[src/rtl/oulink_regs.svh]
// Constants of the outdoor unit control link: framing bytes and timing counts.
`ifndef OULINK_REGS_SVH
`define OULINK_REGS_SVH
`define OULINK_FRM_CMD_FIRST   8'he2
`define OULINK_FRM_REPLY_OK    8'he4
`define OULINK_FRM_REPLY_UNSUP 8'he5
`define OULINK_FRM_REPLY_PAR   8'he6
`define OULINK_CLK_PERIOD_PS   5000
`define OULINK_RESP_TIMEOUT_MS 150
`define OULINK_RESP_CYCLES     ((`OULINK_RESP_TIMEOUT_MS * 64'd1000000000) / `OULINK_CLK_PERIOD_PS)
`define OULINK_ALARM_W         4
`define OULINK_CMD_STATUS      8'h10
`endif

[src/rtl/oulink_pkg.sv]
// Types shared by the outdoor unit control link.
package oulink_pkg;
	typedef enum logic [3:0] {
		OULINK_IDLE  = 4'b0001,
		OULINK_RX    = 4'b0010,
		OULINK_EXEC  = 4'b0100,
		OULINK_REPLY = 4'b1000
	} oulink_state_t;

	// One received byte with its parity bit, MSB first on the wire.
	typedef struct packed {
		logic       valid;
		logic [7:0] data;
		logic       parity;
		logic       last;
	} oulink_rx_byte_t;

	// One reply byte handed to the serialiser.
	typedef struct packed {
		logic       valid;
		logic [7:0] data;
		logic       parity;
		logic       last;
	} oulink_tx_byte_t;
endpackage

[src/rtl/oulink_ctrl.sv]
// Outdoor unit control link: command handling, alarm shutdown and fault latch.
// Notes on behaviour
// - Indoor unit masters; outdoor unit answers, save for unprompted tracking status.
// - Outdoor unit processes one request at once.
// - Hardware alarm switches transmit power amplifier off.
// - Hardware alarm stops frequency reference output.
// - Fault latched until read or cleared.
// - Outdoor unit may send tracking status unprompted.
// - Answer every request within 150 ms.
// - Bytes MSB first, odd parity follows.
// - Commands open 0xE2 (the first byte's value is not checked, only its parity); good replies open 0xE4.
// - Parity error answered with 0xE6.
`timescale 1ns/1ps
`include "oulink_regs.svh"

module oulink_ctrl #(
	parameter int unsigned RESP_CYCLES = 32'(`OULINK_RESP_CYCLES),
	parameter int unsigned ALARM_W     = `OULINK_ALARM_W
) (
	input  wire logic                      i_ref_clk,
	input  wire logic                      i_sys_rst,
	input  wire oulink_pkg::oulink_rx_byte_t i_rx,
	output logic                           o_rx_ready,
	output oulink_pkg::oulink_tx_byte_t    o_tx,
	input  wire logic                      i_tx_ready,
	input  wire logic [ALARM_W-1:0]        i_hw_alarm,
	input  wire logic                      i_fault_clear,
	input  wire logic                      i_track_event,
	input  wire logic [7:0]                i_track_data,
	output logic                           o_exec_valid,
	output logic [7:0]                     o_exec_cmd,
	input  wire logic                      i_exec_done,
	input  wire logic                      i_exec_unsup,
	output logic                           o_pa_enable,
	output logic                           o_freq_ref_enable,
	output logic [ALARM_W-1:0]             o_fault_latched,
	output logic                           o_busy
);

	////////////////////////////////////////////////////////////////////////////
	// Declarations.
	oulink_pkg::oulink_state_t state_r, state_nxt;
	logic [7:0]         cmd_r, cmd_nxt;
	logic               par_err_r, par_err_nxt;
	logic               is_status_r, is_status_nxt;
	logic [1:0]         reply_idx_r, reply_idx_nxt;
	logic [7:0]         reply_frm_r, reply_frm_nxt;
	logic [ALARM_W-1:0] fault_r, fault_nxt;
	logic [ALARM_W-1:0] fault_snap_r, fault_snap_nxt;
	logic               track_pend_r, track_pend_nxt;
	logic [7:0]         track_r, track_nxt;
	logic               track_send_r, track_send_nxt;
	logic [31:0]        age_r, age_nxt;
	logic               rx_take;
	logic               tx_take;
	logic               parity_ok;

	// Odd parity: the byte plus its parity bit must hold an odd count of ones.
	assign parity_ok  = ^{i_rx.data, i_rx.parity};
	assign rx_take    = i_rx.valid && o_rx_ready;
	assign tx_take    = o_tx.valid && i_tx_ready;
	// Only one request is taken at a time; the receiver stalls otherwise.
	assign o_rx_ready = (state_r == oulink_pkg::OULINK_IDLE) || (state_r == oulink_pkg::OULINK_RX);
	assign o_busy     = (state_r != oulink_pkg::OULINK_IDLE);

	////////////////////////////////////////////////////////////////////////////
	// Request sequencing: receive, execute, reply.
	always_comb begin
		state_nxt     = state_r;
		cmd_nxt       = cmd_r;
		par_err_nxt   = par_err_r;
		is_status_nxt = is_status_r;
		reply_idx_nxt = reply_idx_r;
		reply_frm_nxt = reply_frm_r;
		track_send_nxt = track_send_r;
		age_nxt       = (state_r == oulink_pkg::OULINK_IDLE) ? 32'h0 : age_r + 32'h1;
		case (state_r)
			oulink_pkg::OULINK_IDLE: begin
				par_err_nxt = 1'b0;
				if (rx_take) begin
					// The framing byte arrives first; the slave starts traffic itself only for tracking status.
					par_err_nxt = !parity_ok;
					state_nxt   = i_rx.last ? oulink_pkg::OULINK_EXEC : oulink_pkg::OULINK_RX;
					if (i_rx.last) begin
						cmd_nxt = 8'h00;
					end
				end else if (track_pend_r) begin
					// Tracking status is the one message the slave may send unasked.
					track_send_nxt = 1'b1;
					reply_idx_nxt  = 2'd0;
					state_nxt      = oulink_pkg::OULINK_REPLY;
				end
			end
			oulink_pkg::OULINK_RX: begin
				if (rx_take) begin
					par_err_nxt = par_err_r || !parity_ok;
					// Address is skipped; the final byte taken is the command.
					cmd_nxt     = i_rx.data;
					if (i_rx.last) begin
						state_nxt = oulink_pkg::OULINK_EXEC;
					end
				end
			end
			oulink_pkg::OULINK_EXEC: begin
				// A corrupted status request is not a read, so it must not release the latch.
				is_status_nxt = (cmd_r == `OULINK_CMD_STATUS) && !par_err_r;
				reply_idx_nxt = 2'd0;
				if (par_err_r) begin
					reply_frm_nxt = `OULINK_FRM_REPLY_PAR;
					state_nxt     = oulink_pkg::OULINK_REPLY;
				end else if (cmd_r == `OULINK_CMD_STATUS) begin
					reply_frm_nxt = `OULINK_FRM_REPLY_OK;
					state_nxt     = oulink_pkg::OULINK_REPLY;
				end else if (i_exec_done || age_r >= RESP_CYCLES - 32'd8) begin
					// Give up on the worker near the deadline so the answer still meets it.
					reply_frm_nxt = i_exec_done && !i_exec_unsup ? `OULINK_FRM_REPLY_OK
					                                             : `OULINK_FRM_REPLY_UNSUP;
					state_nxt     = oulink_pkg::OULINK_REPLY;
				end
			end
			oulink_pkg::OULINK_REPLY: begin
				if (tx_take) begin
					reply_idx_nxt = reply_idx_r + 2'd1;
					if (o_tx.last) begin
						state_nxt      = oulink_pkg::OULINK_IDLE;
						track_send_nxt = 1'b0;
						is_status_nxt  = 1'b0;
					end
				end
			end
			default: begin
				state_nxt = oulink_pkg::OULINK_IDLE;
			end
		endcase
	end

	always_ff @(posedge i_ref_clk) begin
		if (i_sys_rst) begin
			state_r      <= oulink_pkg::OULINK_IDLE;
			cmd_r        <= 8'h00;
			par_err_r    <= 1'b0;
			is_status_r  <= 1'b0;
			reply_idx_r  <= 2'd0;
			reply_frm_r  <= 8'h00;
			track_send_r <= 1'b0;
			age_r        <= 32'h0;
		end else begin
			state_r      <= state_nxt;
			cmd_r        <= cmd_nxt;
			par_err_r    <= par_err_nxt;
			is_status_r  <= is_status_nxt;
			reply_idx_r  <= reply_idx_nxt;
			reply_frm_r  <= reply_frm_nxt;
			track_send_r <= track_send_nxt;
			age_r        <= age_nxt;
		end
	end

	////////////////////////////////////////////////////////////////////////////
	// Fault latch and tracking capture. A new alarm wins over a clear or read.
	always_comb begin
		fault_nxt      = fault_r;
		fault_snap_nxt = fault_snap_r;
		track_pend_nxt = track_pend_r;
		track_nxt      = track_r;
		// A status reply reports the latch as it stood when the reply began.
		if (state_r == oulink_pkg::OULINK_EXEC && state_nxt == oulink_pkg::OULINK_REPLY && is_status_nxt) begin
			fault_snap_nxt = fault_r;
		end
		// Completed status read releases only what was reported, nothing else.
		if (state_r == oulink_pkg::OULINK_REPLY && state_nxt == oulink_pkg::OULINK_IDLE && is_status_r) begin
			fault_nxt = fault_r & ~fault_snap_r;
		end
		if (i_fault_clear) begin
			fault_nxt = {ALARM_W{1'b0}};
		end
		fault_nxt = fault_nxt | i_hw_alarm;
		if (i_track_event) begin
			track_pend_nxt = 1'b1;
			track_nxt      = i_track_data;
		end else if (track_send_r && state_nxt == oulink_pkg::OULINK_IDLE) begin
			track_pend_nxt = 1'b0;
		end
	end

	always_ff @(posedge i_ref_clk) begin
		if (i_sys_rst) begin
			fault_r      <= {ALARM_W{1'b0}};
			fault_snap_r <= {ALARM_W{1'b0}};
			track_pend_r <= 1'b0;
			track_r      <= 8'h00;
		end else begin
			fault_r      <= fault_nxt;
			fault_snap_r <= fault_snap_nxt;
			track_pend_r <= track_pend_nxt;
			track_r      <= track_nxt;
		end
	end

	////////////////////////////////////////////////////////////////////////////
	// Outputs. Amplifier and reference stay off while any fault is latched.
	always_comb begin
		o_pa_enable       = ~|fault_r && ~|i_hw_alarm;
		o_freq_ref_enable = ~|fault_r && ~|i_hw_alarm;
		o_fault_latched   = fault_r;
		o_exec_valid      = (state_r == oulink_pkg::OULINK_EXEC) && !par_err_r && !is_status_nxt;
		o_exec_cmd        = cmd_r;
		o_tx.valid        = (state_r == oulink_pkg::OULINK_REPLY);
		o_tx.data         = track_send_r ? `OULINK_FRM_REPLY_OK : reply_frm_r;
		o_tx.last         = 1'b1;
		if (track_send_r || is_status_r) begin
			// Two-byte replies: framing, then tracking data or the fault bits.
			o_tx.last = (reply_idx_r == 2'd1);
			if (reply_idx_r == 2'd1) begin
				o_tx.data = track_send_r ? track_r : 8'(fault_snap_r);
			end
		end
		o_tx.parity = ~^o_tx.data;
	end

	////////////////////////////////////////////////////////////////////////////
	// Checks.
	AST_PA_OFF: assert property (@(posedge i_ref_clk) disable iff (i_sys_rst)
		|i_hw_alarm |-> !o_pa_enable ##1 !o_pa_enable)
		else $error("Amplifier enabled during alarm.");
	AST_REF_OFF: assert property (@(posedge i_ref_clk) disable iff (i_sys_rst)
		|o_fault_latched |-> !o_freq_ref_enable)
		else $error("Reference on with fault latched.");
	AST_LATCH_HOLD: assert property (@(posedge i_ref_clk) disable iff (i_sys_rst)
		(|o_fault_latched && !i_fault_clear && !(state_r == oulink_pkg::OULINK_REPLY && is_status_r))
		|=> ((o_fault_latched & $past(o_fault_latched)) == $past(o_fault_latched)))
		else $error("Fault dropped without read or clear.");
	AST_CLEAR: assert property (@(posedge i_ref_clk) disable iff (i_sys_rst)
		(i_fault_clear && i_hw_alarm == '0) |=> o_fault_latched == '0)
		else $error("Clear did not release fault.");
	AST_ONE_AT_A_TIME: assert property (@(posedge i_ref_clk) disable iff (i_sys_rst)
		(state_r == oulink_pkg::OULINK_EXEC || state_r == oulink_pkg::OULINK_REPLY) |-> !o_rx_ready)
		else $error("Receiver open while busy.");
	AST_TX_PARITY: assert property (@(posedge i_ref_clk) disable iff (i_sys_rst)
		o_tx.valid |-> ^{o_tx.data, o_tx.parity})
		else $error("Reply parity not odd.");
	AST_PAR_REPLY: assert property (@(posedge i_ref_clk) disable iff (i_sys_rst)
		(state_r == oulink_pkg::OULINK_EXEC && par_err_r) |=> o_tx.valid && o_tx.data == 8'he6)
		else $error("Parity error not answered.");
	AST_DEADLINE: assert property (@(posedge i_ref_clk) disable iff (i_sys_rst)
		state_r == oulink_pkg::OULINK_EXEC |-> age_r < RESP_CYCLES)
		else $error("Answer deadline missed.");
	AST_OK_FRAME: assert property (@(posedge i_ref_clk) disable iff (i_sys_rst)
		(state_r == oulink_pkg::OULINK_EXEC && !par_err_r && i_exec_done && !i_exec_unsup)
		|=> o_tx.data == 8'he4)
		else $error("Good reply not framed as success.");

endmodule

[config.mk]
export PLATFORM = sky130hd
export DESIGN_NAME = oulink_ctrl
export DESIGN_NICKNAME = d
export VERILOG_FILES = /design/src/rtl/oulink_pkg.sv /design/src/rtl/oulink_ctrl.sv
export VERILOG_INCLUDE_DIRS = /design/src /design/src/rtl
export SDC_FILE = /design/constraint.sdc
export NUM_CORES = 1
export LEC_CHECK = 0
export BUFFER_PORTS_ARGS = -buffer_cell sky130_fd_sc_hd__buf_2
export CORE_MARGIN = 2
export CORE_UTILIZATION = 45
export DETAILED_ROUTE_END_ITERATION = 10
export PLACE_DENSITY = 0.73
export SLEW_MARGIN = 10
export SYNTH_ARGS = -nofsm -noshare
export SYNTH_HDL_FRONTEND = slang
export SYNTH_SLANG_ARGS = --single-unit
[constraint.sdc]
create_clock -name i_ref_clk -period 4.25 [get_ports i_ref_clk]
set_clock_uncertainty 0.2 [all_clocks]
set_input_delay 0 -clock i_ref_clk [delete_from_list [all_inputs] [get_ports i_ref_clk]]
set_output_delay 0 -clock i_ref_clk [all_outputs]
set_load 0.01 [all_outputs]
# Yosys cells after proc, flatten, opt, wreduce, memory -nomap -nowiden
# Cells that the tools add are included.
# Widths: inputs -> output; s select.
[classes]
add_sub_neg = 2
magnitude_cmp = 1
eq_ne = 16
muxes = 43
bitwise = 3
n_reduce_logical = 37
[op_table]
columns = ["cell", "count"]
rows = [
  ["$mux 8", 10],
  ["$mux 4", 11],
  ["$add 32x1->32 const B", 1],
  ["$ge 32x25->1 const B", 1],
  ["$pmux 4 s4", 1],
  ["$pmux 8 s2", 1],
  ["$logic_and 1x1->1", 12],
  ["$mux 1", 12],
  ["$ne 2x2->1 const B", 6],
  ["$reduce_xor 9->1", 1],
  ["$eq 4x1->1 const B", 2],
  ["$eq 4x4->1 const B", 2],
  ["$eq 8x5->1 const B", 1],
  ["$reduce_and 4->1", 2],
  ["$reduce_or 4->1", 2],
  ["$reduce_xnor 8->1", 1],
  ["$logic_not 1->1", 6],
  ["$mux 2", 3],
  ["$pmux 1 s2", 3],
  ["$pmux 2 s3", 1],
  ["$reduce_bool 2->1", 3],
  ["$reduce_bool 3->1", 2],
  ["$reduce_and 5->1", 1],
  ["$and 4x4->4", 1],
  ["12 further kinds", 16],
]
[word_totals]
reg_bits = 74
inputBits = 30
out_inout_bits = 28
wordCells = 114

# Longest topological paths before layout
# Gate-level depths: netlist of run 1.
[logic_depth]
word_depth = 12
ltp_mapped = 8
mapped_depth_nobuf = 7

# Worst setup path after synthesis of run 1
# OpenSTA, ideal clock, no wires.
[synth_timing]
path_kind = "reg-to-output"
from = "register reply_idx_r[1]"
to = "output o_tx[1] (netlist bit)"
arrival_ns = 2.000
slack_ns = 2.050
stages_incl_launch_ff = 9
path_buffers = 1
path_cell_list = "dfxtp_1 > inv_1 > ha_1 > buf_2 > and2_1 > mux2i_1 > o21ai_0 > xnor3_1 > xnor2_1"
[synth_lines]
columns = ["item", "line_no", "rtl"]
rows = [
  ["start: declaration", "oulink_ctrl.sv:46", "logic [1:0] reply_idx_r, reply_idx_nxt;"],
  ["start signal: assignment", "oulink_ctrl.sv:152", "reply_idx_r <= reply_idx_nxt;"],
  ["end: declaration", "oulink_ctrl.sv:24", "output oulink_pkg::oulink_tx_byte_t o_tx,"],
]

# Worst setup path after layout of run 1
[layout_timing]
from = "register state_r[0]"
to = "register fault_r[0] (netlist: o_fault_latched[0])"
[layout_between]
elab_chain_cells = 11
word_cells_on_any_way = 23
classes_between = "eq/ne: 5; mux: 12; bitwise: 1; reduce/logical: 5"
[layout_rtl]
columns = ["item", "line_no", "rtl"]
rows = [
  ["start: declaration", "oulink_ctrl.sv:42", "oulink_pkg::oulink_state_t state_r, state_nxt;"],
  ["start signal: assignment", "oulink_ctrl.sv:139", "state_r <= oulink_pkg::OULINK_IDLE;"],
  ["start signal: assignment", "oulink_ctrl.sv:148", "state_r <= state_nxt;"],
  ["$eq 4x1->1 or $eq 4x2->1 (tied branches)", "oulink_ctrl.sv:63, oulink_ctrl.sv:77", ""],
  ["$logic_or 1x1->1", "oulink_ctrl.sv:63", "assign o_rx_ready = (state_r == oulink_pkg::OULINK_IDLE) || (state_r == oulink_pkg::OULINK_RX);"],
  ["$logic_and 1x1->1", "oulink_ctrl.sv:60", "assign rx_take = i_rx.valid && o_rx_ready;"],
  ["$mux 4 (on tied branches)", "oulink_ctrl.sv:95, oulink_ctrl.sv:80", ""],
  ["$pmux 4 s4", "oulink_ctrl.sv:77", "case (state_r)"],
  ["$eq 4x1->1", "oulink_ctrl.sv:171", "if (state_r == oulink_pkg::OULINK_REPLY && state_nxt == oulink_pkg::OULINK_IDLE && is_status_r) begin"],
  ["$logic_and 1x1->1 (*) (2 in a row)", "oulink_ctrl.sv:171", ""],
  ["$mux 4 (*)", "oulink_ctrl.sv:171", ""],
  ["$mux 4 (*)", "oulink_ctrl.sv:174", "if (i_fault_clear) begin"],
  ["$or 4x4->4 (*)", "oulink_ctrl.sv:177", "fault_nxt = fault_nxt | i_hw_alarm;"],
  ["end signal: assignment", "oulink_ctrl.sv:188", "fault_r <= {ALARM_W{1'b0}};"],
  ["end signal: assignment", "oulink_ctrl.sv:193", "fault_r <= fault_nxt;"],
  ["end: declaration", "oulink_ctrl.sv:48", "logic [ALARM_W-1:0] fault_r, fault_nxt;"],
]
# Mark *: on every way between the ends. The rest lies on a longest branch, timed or not.
# A chain may end at the register's enable or synchronous reset.

==> key figures, run 1 <==
Status
  – Status: finished, final reports clean

Clocking
  – CTS Sinks: 69
  – H-tree levels: 3
  – Maximum clock path buffer count: 2
  – Post-CTS Resized: 0
  – CTS tree: done
  – Hold Buf Count CTS: 45
  – Post-CTS Setup Bufs: 0
  – Clk_lat worst skew: 0.35 ns
  – CTS clock-pin slew for the worst setup and hold paths: 0.08 ns
  – CTS Buf Count: 9
  – CTS Root Cell: clkbuf_8

STA
  – Slew headroom: 39.06%
  – Min cycle time layout: 2.730 ns
  – RSZ-0062 raised after global routing: false
  – Fmax: 366.4 MHz
  – Period Utilization, post-route: 64.23%
  – Hold Fails Final Rpt: 0
  – Slew @ Worst Pin: 0.9058 ns
  – Setup TNS: 0 ns
  – Slew Viols, Final: 0
  – Setup violations, final: 0

Synth
  – Adder-Cell Fraction of Synth Area: 1.074%
  – Mapped Nets: 438
  – Mapped Cells: 405
  – Most common cell in the netlist: dfxtp_1
  – Mapped Area: 3493 sq um
  – Ys flop type: dfxtp_1
  – Synth Area in Compound Gates: 9.348%
  – Top-area cell type share of the netlist area: 39.54%
  – Top cells by count, synth: dfxtp_1, nor2_1, nand2_1
  – Area contributors post-synth: dfxtp_1, xnor2_1, nor2_1
  – Post-synthesis mux area share: 4.728%
  – Largest family of logic cells by synthesized area: simple AND/OR/NAND/NOR gates
  – Avg Inst Size Synth: 8.626 sq um
  – Yosys warns: 0
  – Simple-Gate Fraction of Synth Area: 29.05%
  – Post-synth EDFFs: 0
  – Count of cell types in the netlist: 56
  – Post-Synth XOR/XNOR Area: 11.43%
  – Synth async-reset ratio: 0%
  – Post-synthesis sequential area ratio: 39.54%
  – Area leader, netlist: dfxtp_1
  – Register bit total from synthesis: 69

Pwr
  – Pwr/cell area: 327.7 nW/um^2
  – Cell leakage power: 1.767 nW
  – Maximum VDD drop: 173.7 uV

Cells and area
  – Final nets: 530
  – Share of layout cells above drive strength 1: 17.53%
  – Non-Filler Instances: 604
  – Ant diodes: 0
  – Area growth from synthesis to layout: 28.40%
  – FILL cells: 686
  – Final Util: 58.96%

Critical path
  – Critical Path Sink Type: flop
  – WP data required: 4.33 ns
  – Setup CP Type: reg -> reg
  – CP startpoint kind: flop
  – Worst path arrival time: 2.81 ns
  – Crit Path Max Fanout: 8

Floorplan
  – Starting Density: 45.92%
  – Die width: 92.11 um
  – Row count: 32
  – Core area: 7607 sq um
  – DIE HEIGHT: 92.11 um
  – I/O Pins: 58
  – Die area: 8483 sq um

Global routing
  – Gr usage total: 19.92%
  – M1 GR Usage: 24.18%
  – Largest net degree at the start of global routing: 40
  – Met3 Usage GRT: 5.423%
  – Global route total overflow: 0
  – GRT Max-Usage Layer: met2
  – First-pass GRT wire length: 13810 um
  – Met2 Usage GRT: 34.13%
  – Antenna violations before repair: 0
  – Vias in the first global route: 3040

Routing
  – Post-Route WL: 8041 um
  – Vias: 3150
  – Post-DRT Antenna Nets: 0
  – Wire per inst: 13.31 um
  – Drt drc: 0
  – 1st-pass router iterations: 4
  – Iter 0 DRT Violations: 111
  – DR vias/cell: 5.215

Placement
  – Number of port buffers: 57
  – Detail Placement HPWL: 5262 um
  – Placed insts: 543
  – Placer Congestion: 0.8281

Flow run
  – Max-cap viol count: 0

Worst hold path
  – Worst Hold Class: in -> reg
## cells in the final DEF (no fill, tap or decap), drive strengths merged, types with 13 or more instances in the layout
cell | netlist | layout
nor2 | 58 | 58
xnor2 | 25 | 25
dlygate4sd3 | 0 | 45
dfxtp | 69 | 69
inv | 17 | 17
a21oi | 22 | 22
xor2 | 18 | 18
nand2 | 29 | 29
mux2i | 15 | 15
nand3 | 26 | 26
clkbuf | 15 | 13
buf | 7 | 58
## path summary, 6_finish.rpt
check	startpoint	to	slack [ns]	cells after the start
min	i_exec_done	reply_frm_r[1]	0.14	6
max reg2reg	state_r[0]	o_fault_latched[0]	1.52	6
max	state_r[0]	o_fault_latched[0]	1.52	6
min reg2reg	reply_frm_r[6]	reply_frm_r[6]	0.26	2
## per-layer routing
layer | wire length, um | share of wire, %
met3 | 329 | 4.1
met1 | 3585 | 45
met5 | 0 | 0
met2 | 4039 | 50
met4 | 88 | 1.1
## metrics by stage
stage          worst slack [ns]  total power, W  hold WS [ns]  cell area, sq um
6_report                  1.520        0.001470        0.1425              4486
3_3_place_gp              1.992       0.0008403       0.04026              3809
4_1_cts                   1.561        0.001481        0.1418              4486
2_1_floorplan             2.050       0.0007925      -0.05285              3493
3_5_place_dp              1.877       0.0008438       0.04875              3809
5_1_grt                   1.355        0.001534        0.1763              4486
## final cells by class
class,count,area (sq um),share of cell area (%)
Multi-Input combinational cell,297,1943,43.32
Sequential cell,69,1381,30.79
Timing Repair Buffer,103,743.2,16.57
Clock buffer,13,158.9,3.543
Tap cell,102,127.6,2.845
Clock inverter,3,67.56,1.506
Inverter,17,63.81,1.423
## power breakdown
group	internal, W	switching (W)	total (W)
combinational	0.0000938	0.0000926	0.000186
sequential	0.000662	0.0000207	0.000683
clock	0.000363	0.000238	0.000601
## cells by family (layout without fill, tap and decap cells)
family          count (synthesis)  in the layout
simple gates                  182            182
buf+inv                        39            136
fa+ha+maj                       3              3
compound gates                 52             52
flops                          69             69
mux                            16             16
xor+xnor                       44             44
## state kept, by name, summed over array words and instances, names as in the netlist, 2 cells and up
signal,flops
track_r,8
o_fault_latched,4
age_r,32
o_exec_cmd,8
reply_frm_r,3
reply_idx_r,2
fault_snap_r,4
state_r,4
## worst max-delay path, cell delays in order, from the launching register on
cell and delay, ns:
dfxtp_1 0.49, nor4b_1 0.56, o21ai_0 0.19, nand2_1 0.13
a21oi_1 0.12, a311oi_1 0.34, dlygate4sd3_1 0.62
(Power assumes the default switching activity.)
==> run 2, diff against run 1 <==
--- a/config.mk
+++ b/config.mk
@@ -10,7 +10,7 @@
 export CORE_MARGIN = 2
 export CORE_UTILIZATION = 45
 export DETAILED_ROUTE_END_ITERATION = 10
-export PLACE_DENSITY = 0.73
+export PLACE_DENSITY = 0.76
 export SLEW_MARGIN = 10
 export SYNTH_ARGS = -nofsm -noshare
 export SYNTH_HDL_FRONTEND = slang
==> constraint.sdc (replaced) <==
create_clock -name i_ref_clk -period 2.4 [get_ports i_ref_clk]
set_clock_uncertainty 0.2 [all_clocks]
set_input_delay 0 -clock i_ref_clk [delete_from_list [all_inputs] [get_ports i_ref_clk]]
set_output_delay 0 -clock i_ref_clk [all_outputs]
set_load 0.01 [all_outputs]
==> key figures, run 2 (synthesis gave the netlist of run 1 again) <==
Status
  – Status: finished, final reports clean (unchanged)

Floorplan
  – Die area: 8483 sq um (unchanged)
  – Row count: 32 (unchanged)
  – Core area: 7607 sq um (unchanged)
  – Die width: 92.11 um (unchanged)
  – I/O Pins: 58 (unchanged)
  – Starting Density: 45.92% (unchanged)
  – DIE HEIGHT: 92.11 um (unchanged)

Global routing
  – First-pass GRT wire length: 14390 um (was 13810 um)
  – Antenna violations before repair: 0 (unchanged)
  – Gr usage total: 21.03% (was 19.92%)
  – Global route total overflow: 0 (unchanged)
  – Largest net degree at the start of global routing: 33 (was 40)
  – Vias in the first global route: 3116 (was 3040)

Cells and area
  – Final Util: 60.03% (was 58.96%)
  – Commonest non-fill, non-tap cells in the layout: dfxtp_1, nor2_1, buf_2 (unchanged)
  – Area growth from synthesis to layout: 30.73% (was 28.40%)
  – Final nets: 534 (was 530)
  – Reg area: 1381 sq um (unchanged)
  – FILL cells: 661 (was 686)
  – Share of layout cells above drive strength 1: 20.36% (was 17.53%)
  – Largest Register: age_r (unchanged)
  – Ant diodes: 0 (unchanged)
  – Multi-input gate area: 1979 sq um (was 1943 sq um)
  – Most common cell after layout, fill and taps aside: dfxtp_1 (unchanged)
  – Number of flip-flops in the largest register: 32 (unchanged)

Critical path
  – Slowest cell on the critical path: xnor3_1 (was dlygate4sd3_1)
  – Setup CP Type: reg -> out (was reg -> reg)
  – CP max stage delay: 0.38 ns (was 0.62 ns)
  – Worst path arrival time: 2.13 ns (was 2.81 ns)
  – CP startpoint kind: flop (unchanged)
  – Critical-path cell list: inv_1 > ha_4 > and2_4 > mux2i_1 > o21ai_1 > xnor3_1 > xnor2_1 > buf_2 (was nor4b_1 > o21ai_0 > nand2_1 > a21oi_1 > a311oi_1 > dlygate4sd3_1)
  – CP top delay family: XOR/XNOR gates (was simple AND/OR/NAND/NOR gates)
  – WP data required: 2.20 ns (was 4.33 ns)
  – Critical Path Sink Type: output port (was flop)
  – Reg2Reg Setup Slack: 0.16 ns (was 1.52 ns)
  – Crit Path Max Fanout: 9 (was 8)
  – WP buf/inv: 2 (was 1)

Clocking
  – Clk_lat worst skew: 0.35 ns (about the same)
  – CTS tree: done (unchanged)
  – CTS Sinks: 69 (unchanged)
  – Post-CTS Setup Bufs: 0 (unchanged)
  – CTS clock-pin slew for the worst setup and hold paths: 0.08 ns (about the same)
  – CTS Buf Count: 9 (unchanged)
  – CTS Root Cell: clkbuf_8 (unchanged)
  – H-tree levels: 3 (unchanged)
  – Maximum clock path buffer count: 2 (unchanged)

STA
  – Fmax: 429.3 MHz
  – Min cycle time layout: 2.330 ns
  – Hold Fails Final Rpt: 0 (unchanged)
  – Setup WS post-layout: 0.07040 ns (was 1.520 ns)
  – RSZ-0062 raised after global routing: true (was false)
  – Period Utilization, post-route: 97.07%
  – Setup TNS: 0 ns (unchanged)
  – Slew Viols, Final: 0 (unchanged)
  – Hold slack final: 0.1104 ns (was 0.1425 ns)
  – Setup violations, final: 0 (unchanged)
  – Slew @ Worst Pin: 0.5781 ns (was 0.9058 ns)
  – Slew headroom: 61.36% (was 39.06%)

Placement
  – Setup slack at placement: 0.1654 ns (was 1.877 ns)
  – Detail Placement HPWL: 5490 um (was 5262 um)
  – Placer Congestion: 0.8603 (was 0.8281)
  – Number of port buffers: 57 (unchanged)

Routing
  – DR vias/cell: 5.209 (was 5.215)
  – Iter 0 DRT Violations: 164 (was 111)
  – Vias: 3167 (was 3150)
  – Post-DRT Antenna Nets: 0 (unchanged)
  – Drt drc: 0 (unchanged)
  – 1st-pass router iterations: 4 (unchanged)
  – Post-Route WL: 8597 um (was 8041 um)
  – Wire per inst: 14.14 um (was 13.31 um)

Pwr
  – Maximum VDD drop: 507.6 uV (was 173.7 uV)
  – Pwr/cell area: 592.1 nW/um^2 (was 327.7 nW/um^2)
  – Final Power: 0.002704 W (was 0.001470 W)
  – Cell leakage power: 1.822 nW (was 1.767 nW)

Worst hold path
  – Worst Hold Class: in -> reg (unchanged)

Flow run
  – Max-cap viol count: 0 (unchanged)
run 2: changes by cell type in the layout (fill, tap and decap cells not counted), sizes merged:
cell	previous run	this run
buf	58	64
bufinv	2	3
clkbuf	13	10
clkinv	0	2
clkinvlp	1	0
dlygate4sd3	45	43
inv	17	18
run 2: final timing paths:
check | to | cells past startpoint | from
worst max-delay path | o_tx[1] | 8 | reply_idx_r[1]
worst min-delay path | reply_frm_r[1] | 6 | i_exec_done
worst max register to register | o_exec_cmd[1] | 6 | state_r[1]
worst min register to register | age_r[0] | 1 | age_r[0]
run 2: repair_timing:
item / 4_1_cts / 5_1_grt
endpoints found under the setup margin: 1 / 6
hold buffers: 43 / 0
pin swaps: 0 / 1
hold endpoints to repair: 33 / 0
gates resized for setup: 5 / 5
run 2: power by group:
part           switching, W  total (W)  internal, W
combinational      0.000166   0.000329     0.000163
clock              0.000449    0.00117     0.000719
sequential        0.0000358    0.00121      0.00117
run 2: cell type report:
class                   count  share of cell area [%]
clock buffers              10                   3.014
clock inverters             6                   2.384
inverters                  17                   1.397
multi-input cells         297                   43.34
flip-flops and latches     69                   30.25
well taps                 102                   2.795
repair buffers            107                   16.82
run 2: worst min-delay path: stages:
cell	delay [ns]
buf_2	0.10
or4_4	0.12
a2111oi_2	0.04
o211a_1	0.15
o21ai_0	0.13
o21ai_0	0.07
run 2: stage by stage:
step / cells / instance area, sq um
after CTS: 608 / 4539
after global routing: 608 / 4567
final: 608 / 4567
after detailed placement: 549 / 3854
after floorplan: 405 / 3493
after global placement: 549 / 3854
run 2: layer usage:
metal / up-vias / track usage, % / part of all wire [%]
li1: 1598 / - / -
met1: 1475 / 24.73 / 43
met2: 72 / 36.64 / 50
met3: 22 / 4.601 / 3.9
met4: 0 / 9.328 / 2.7
met5: - / 0 / 0
==> run 3, diff against run 2 <==
--- a/config.mk
+++ b/config.mk
@@ -6,11 +6,12 @@
 export SDC_FILE = /design/constraint.sdc
 export NUM_CORES = 1
 export LEC_CHECK = 0
+export ABC_AREA = 1
 export BUFFER_PORTS_ARGS = -buffer_cell sky130_fd_sc_hd__buf_2
 export CORE_MARGIN = 2
 export CORE_UTILIZATION = 45
 export DETAILED_ROUTE_END_ITERATION = 10
-export PLACE_DENSITY = 0.76
+export PLACE_DENSITY = 0.75
 export SLEW_MARGIN = 10
 export SYNTH_ARGS = -nofsm -noshare
 export SYNTH_HDL_FRONTEND = slang
==> key figures, run 3 <==
Pwr
  – Maximum VDD drop: 365.8 uV (was 507.6 uV)
  – Pwr/cell area: 592.9 nW/um^2 (was 592.1 nW/um^2)
  – Cell leakage power: 2.105 nW (was 1.822 nW)
  – Comb power frac: 26.4% (was 12.2%)
  – Internal: 0.001972 W (was 0.002054 W)
  – Clock network power share: 30.1% (was 43.2%)
  – Register share of total power: 43.5% (was 44.7%)
  – Switching part of the total: 32.26% (was 24.05%)
  – Sw Pwr: 0.0009390 W (was 0.0006502 W)

Critical path
  – Crit Path Max Fanout: 4 (was 9)
  – CP startpoint kind: flop (unchanged)
  – Reg2Reg Setup Slack: -0.02 ns (was 0.16 ns)
  – Critical Path Sink Type: flop (was output port)
  – WP data required: 2.43 ns (was 2.20 ns)
  – Setup CP Type: reg -> reg (was reg -> out)
  – Worst path arrival time: 2.46 ns (was 2.13 ns)

Synth
  – Area leader, netlist: dfxtp_1 (unchanged)
  – Mapped Cells: 563 (was 405)
  – Simple-Gate Fraction of Synth Area: 34.93% (was 29.05%)
  – Post-synth EDFFs: 0 (unchanged)
  – Mapped Nets: 596 (was 438)
  – Top cells by count, synth: nand2_1, nor2_1, inv_1 (was dfxtp_1, nor2_1, nand2_1)
  – Largest family of logic cells by synthesized area: simple AND/OR/NAND/NOR gates (unchanged)
  – Post-synthesis mux area share: 0% (was 4.728%)
  – Post-Synth XOR/XNOR Area: 2.374% (was 11.43%)
  – Top-area cell type share of the netlist area: 37.44% (was 39.54%)
  – Avg Inst Size Synth: 6.554 sq um (was 8.626 sq um)
  – Synth async-reset ratio: 0% (unchanged)
  – Count of cell types in the netlist: 34 (was 56)
  – Area contributors post-synth: dfxtp_1, nand2_1, nor2_1 (was dfxtp_1, xnor2_1, nor2_1)
  – Synth Area in Compound Gates: 14.95% (was 9.348%)
  – Mapped Area: 3690 sq um (was 3493 sq um)
  – Post-synthesis sequential area ratio: 37.44% (was 39.54%)
  – Ys flop type: dfxtp_1 (unchanged)
  – Most common cell in the netlist: nand2_1 (was dfxtp_1)
  – Register bit total from synthesis: 69 (unchanged)
  – Yosys warns: 0 (unchanged)
  – Adder-Cell Fraction of Synth Area: 1.017% (was 1.074%)

Floorplan
  – Die width: 94.55 um (was 92.11 um)
  – I/O Pins: 58 (unchanged)
  – Die area: 8940 sq um (was 8483 sq um)
  – Core area: 8093 sq um (was 7607 sq um)
  – Starting Density: 45.59% (was 45.92%)
  – DIE HEIGHT: 94.55 um (was 92.11 um)
  – Row count: 33 (was 32)

Routing
  – DR vias/cell: 5.239 (was 5.209)
  – Post-DRT Antenna Nets: 0 (unchanged)
  – 1st-pass router iterations: 7 (was 4)
  – Post-Route WL: 10660 um (was 8597 um)
  – Wire per inst: 13.39 um (was 14.14 um)
  – Drt drc: 0 (unchanged)
  – Vias: 4170 (was 3167)
  – Iter 0 DRT Violations: 348 (was 164)

Flow run
  – Max-cap viol count: 0 (unchanged)

STA
  – Slew headroom: 53.89% (was 61.36%)
  – Setup violations, final: 1 (was 0)
  – Period Utilization, post-route: 101.0% (was 97.07%)
  – Setup WS post-layout: -0.02444 ns (was 0.07040 ns)
  – Hold Fails Final Rpt: 0 (unchanged)
  – Slew @ Worst Pin: 0.6910 ns (was 0.5781 ns)
  – Min cycle time layout: 2.424 ns (was 2.330 ns)
  – Slew Viols, Final: 0 (unchanged)
  – Hold slack final: 0.09211 ns (was 0.1104 ns)
  – Fmax: 412.5 MHz (was 429.3 MHz)
  – RSZ-0062 raised after global routing: true (unchanged)

Cells and area
  – Share of layout cells above drive strength 1: 17.37% (was 20.36%)
  – Number of flip-flops in the largest register: 32 (unchanged)
  – Non-Filler Instances: 796 (was 608)
  – Most common cell after layout, fill and taps aside: nand2_1 (was dfxtp_1)
  – Ant diodes: 0 (unchanged)
  – Area growth from synthesis to layout: 33.06% (was 30.73%)
  – Largest Register: age_r (unchanged)
  – Final nets: 719 (was 534)
  – Commonest non-fill, non-tap cells in the layout: nand2_1, nor2_1, inv_1 (was dfxtp_1, nor2_1, buf_2)

Clocking
  – CTS Buf Count: 9 (unchanged)
  – CTS Sinks: 69 (unchanged)
  – CTS clock-pin slew for the worst setup and hold paths: 0.08 ns (about the same)
  – CTS Root Cell: clkbuf_8 (unchanged)
  – CTS tree: done (unchanged)
  – Maximum clock path buffer count: 2 (unchanged)
  – H-tree levels: 3 (unchanged)
  – Clk_lat worst skew: 0.35 ns (about the same)

Worst hold path
  – Worst Hold Class: in -> reg (unchanged)

Global routing
  – Largest net degree at the start of global routing: 28 (was 33)
  – Antenna violations before repair: 0 (unchanged)
  – First-pass GRT wire length: 16640 um (was 14390 um)
  – Global route total overflow: 0 (unchanged)
  – Vias in the first global route: 3711 (was 3116)
  – Gr usage total: 23.03% (was 21.03%)

Placement
  – Setup slack at placement: 0.4691 ns (was 0.1654 ns)
  – Detail Placement HPWL: 6779 um (was 5490 um)
  – Placed insts: 718 (was 549)
  – Placer Congestion: 0.8997 (was 0.8603)
  – Number of port buffers: 57 (unchanged)

Status
  – Failing checks: negative setup slack
  – Status: finished with violations (was finished, final reports clean)
==> run 3: logic make-up (layout without fill, tap and decap cells) <==
family / Yosys count / count (layout)
xor+xnor: 10 / 10
simple gates: 288 / 288
flops: 69 / 69
compound gates: 104 / 104
fa+ha+maj: 3 / 3
buf+inv: 89 / 217
==> run 3: metal layers <==
layer  track usage [%]  routed length, um  up-vias  share of wire (%)
met1             30.61               4693     1896                 44
met5                 0                  0        -                  0
met3             4.709                604       36                5.7
li1                  -                  -     2071                  -
met2             37.20               5070      167                 48
met4             8.092                290        0                2.7
==> run 3: worst paths after layout <==
kind	end	from	depth (start not counted)
worst max-delay path	o_fault_latched[2]	reply_idx_r[1]	10
worst min-delay path	o_exec_cmd[1]	i_rx[0]	7
worst max register to register	o_fault_latched[2]	reply_idx_r[1]	10
worst min register to register	age_r[0]	age_r[0]	1
==> run 3: through the flow <==
stage               total power (W)  utilization (%)  instance area, sq um   TNS, ns
finish                     0.002911            60.67                  4910  -0.02444
global route               0.003057            60.67                  4910   -0.4863
CTS                        0.002838            59.49                  4815         0
detailed placement         0.001886            50.36                  4075         0
global placement           0.001870            50.36                  4075         0
floorplan                  0.001693                -                  3690         0
==> run 3: timing repair <==
| action | in CTS | in global routing |
|---|---|---|
| resized for setup | 0 | 15 |
| hold endpoints to repair | 33 | 0 |
| hold buffers | 56 | 0 |
| setup buffers | 0 | 6 |
| setup endpoints to repair | 0 | 11 |
==> run 3: power groups by stage <==
stage / clock [W] / combinational, W / sequential, W
after global routing: 0.000934 / 0.000850 / 0.00127
after floorplan: 0 / 0.000418 / 0.00127
final: 0.000876 / 0.000768 / 0.00127
after detailed placement: 0 / 0.000603 / 0.00128
after global placement: 0 / 0.000590 / 0.00128
after CTS: 0.000878 / 0.000702 / 0.00126
==> run 3: critical path, stage by stage, from the launching register on <==
cell	delay [ns]
dfxtp_1	0.33
inv_1	0.08
ha_2	0.20
inv_1	0.09
o21ai_2	0.12
nand3_2	0.15
inv_2	0.11
nand2_1	0.11
o211ai_1	0.25
a21oi_1	0.10
dlygate4sd3_1	0.56
==> run 3: final cells by class <==
class	instances	area, sq um
Multi-Input combinational cell	405	2009
Inverter	81	307.8
Fill cell	728	3183
Tap cell	105	131.4
Clock buffer	13	158.9
Clock inverter	3	20.02
Sequential cell	69	1384
Timing Repair Buffer	120	898.4
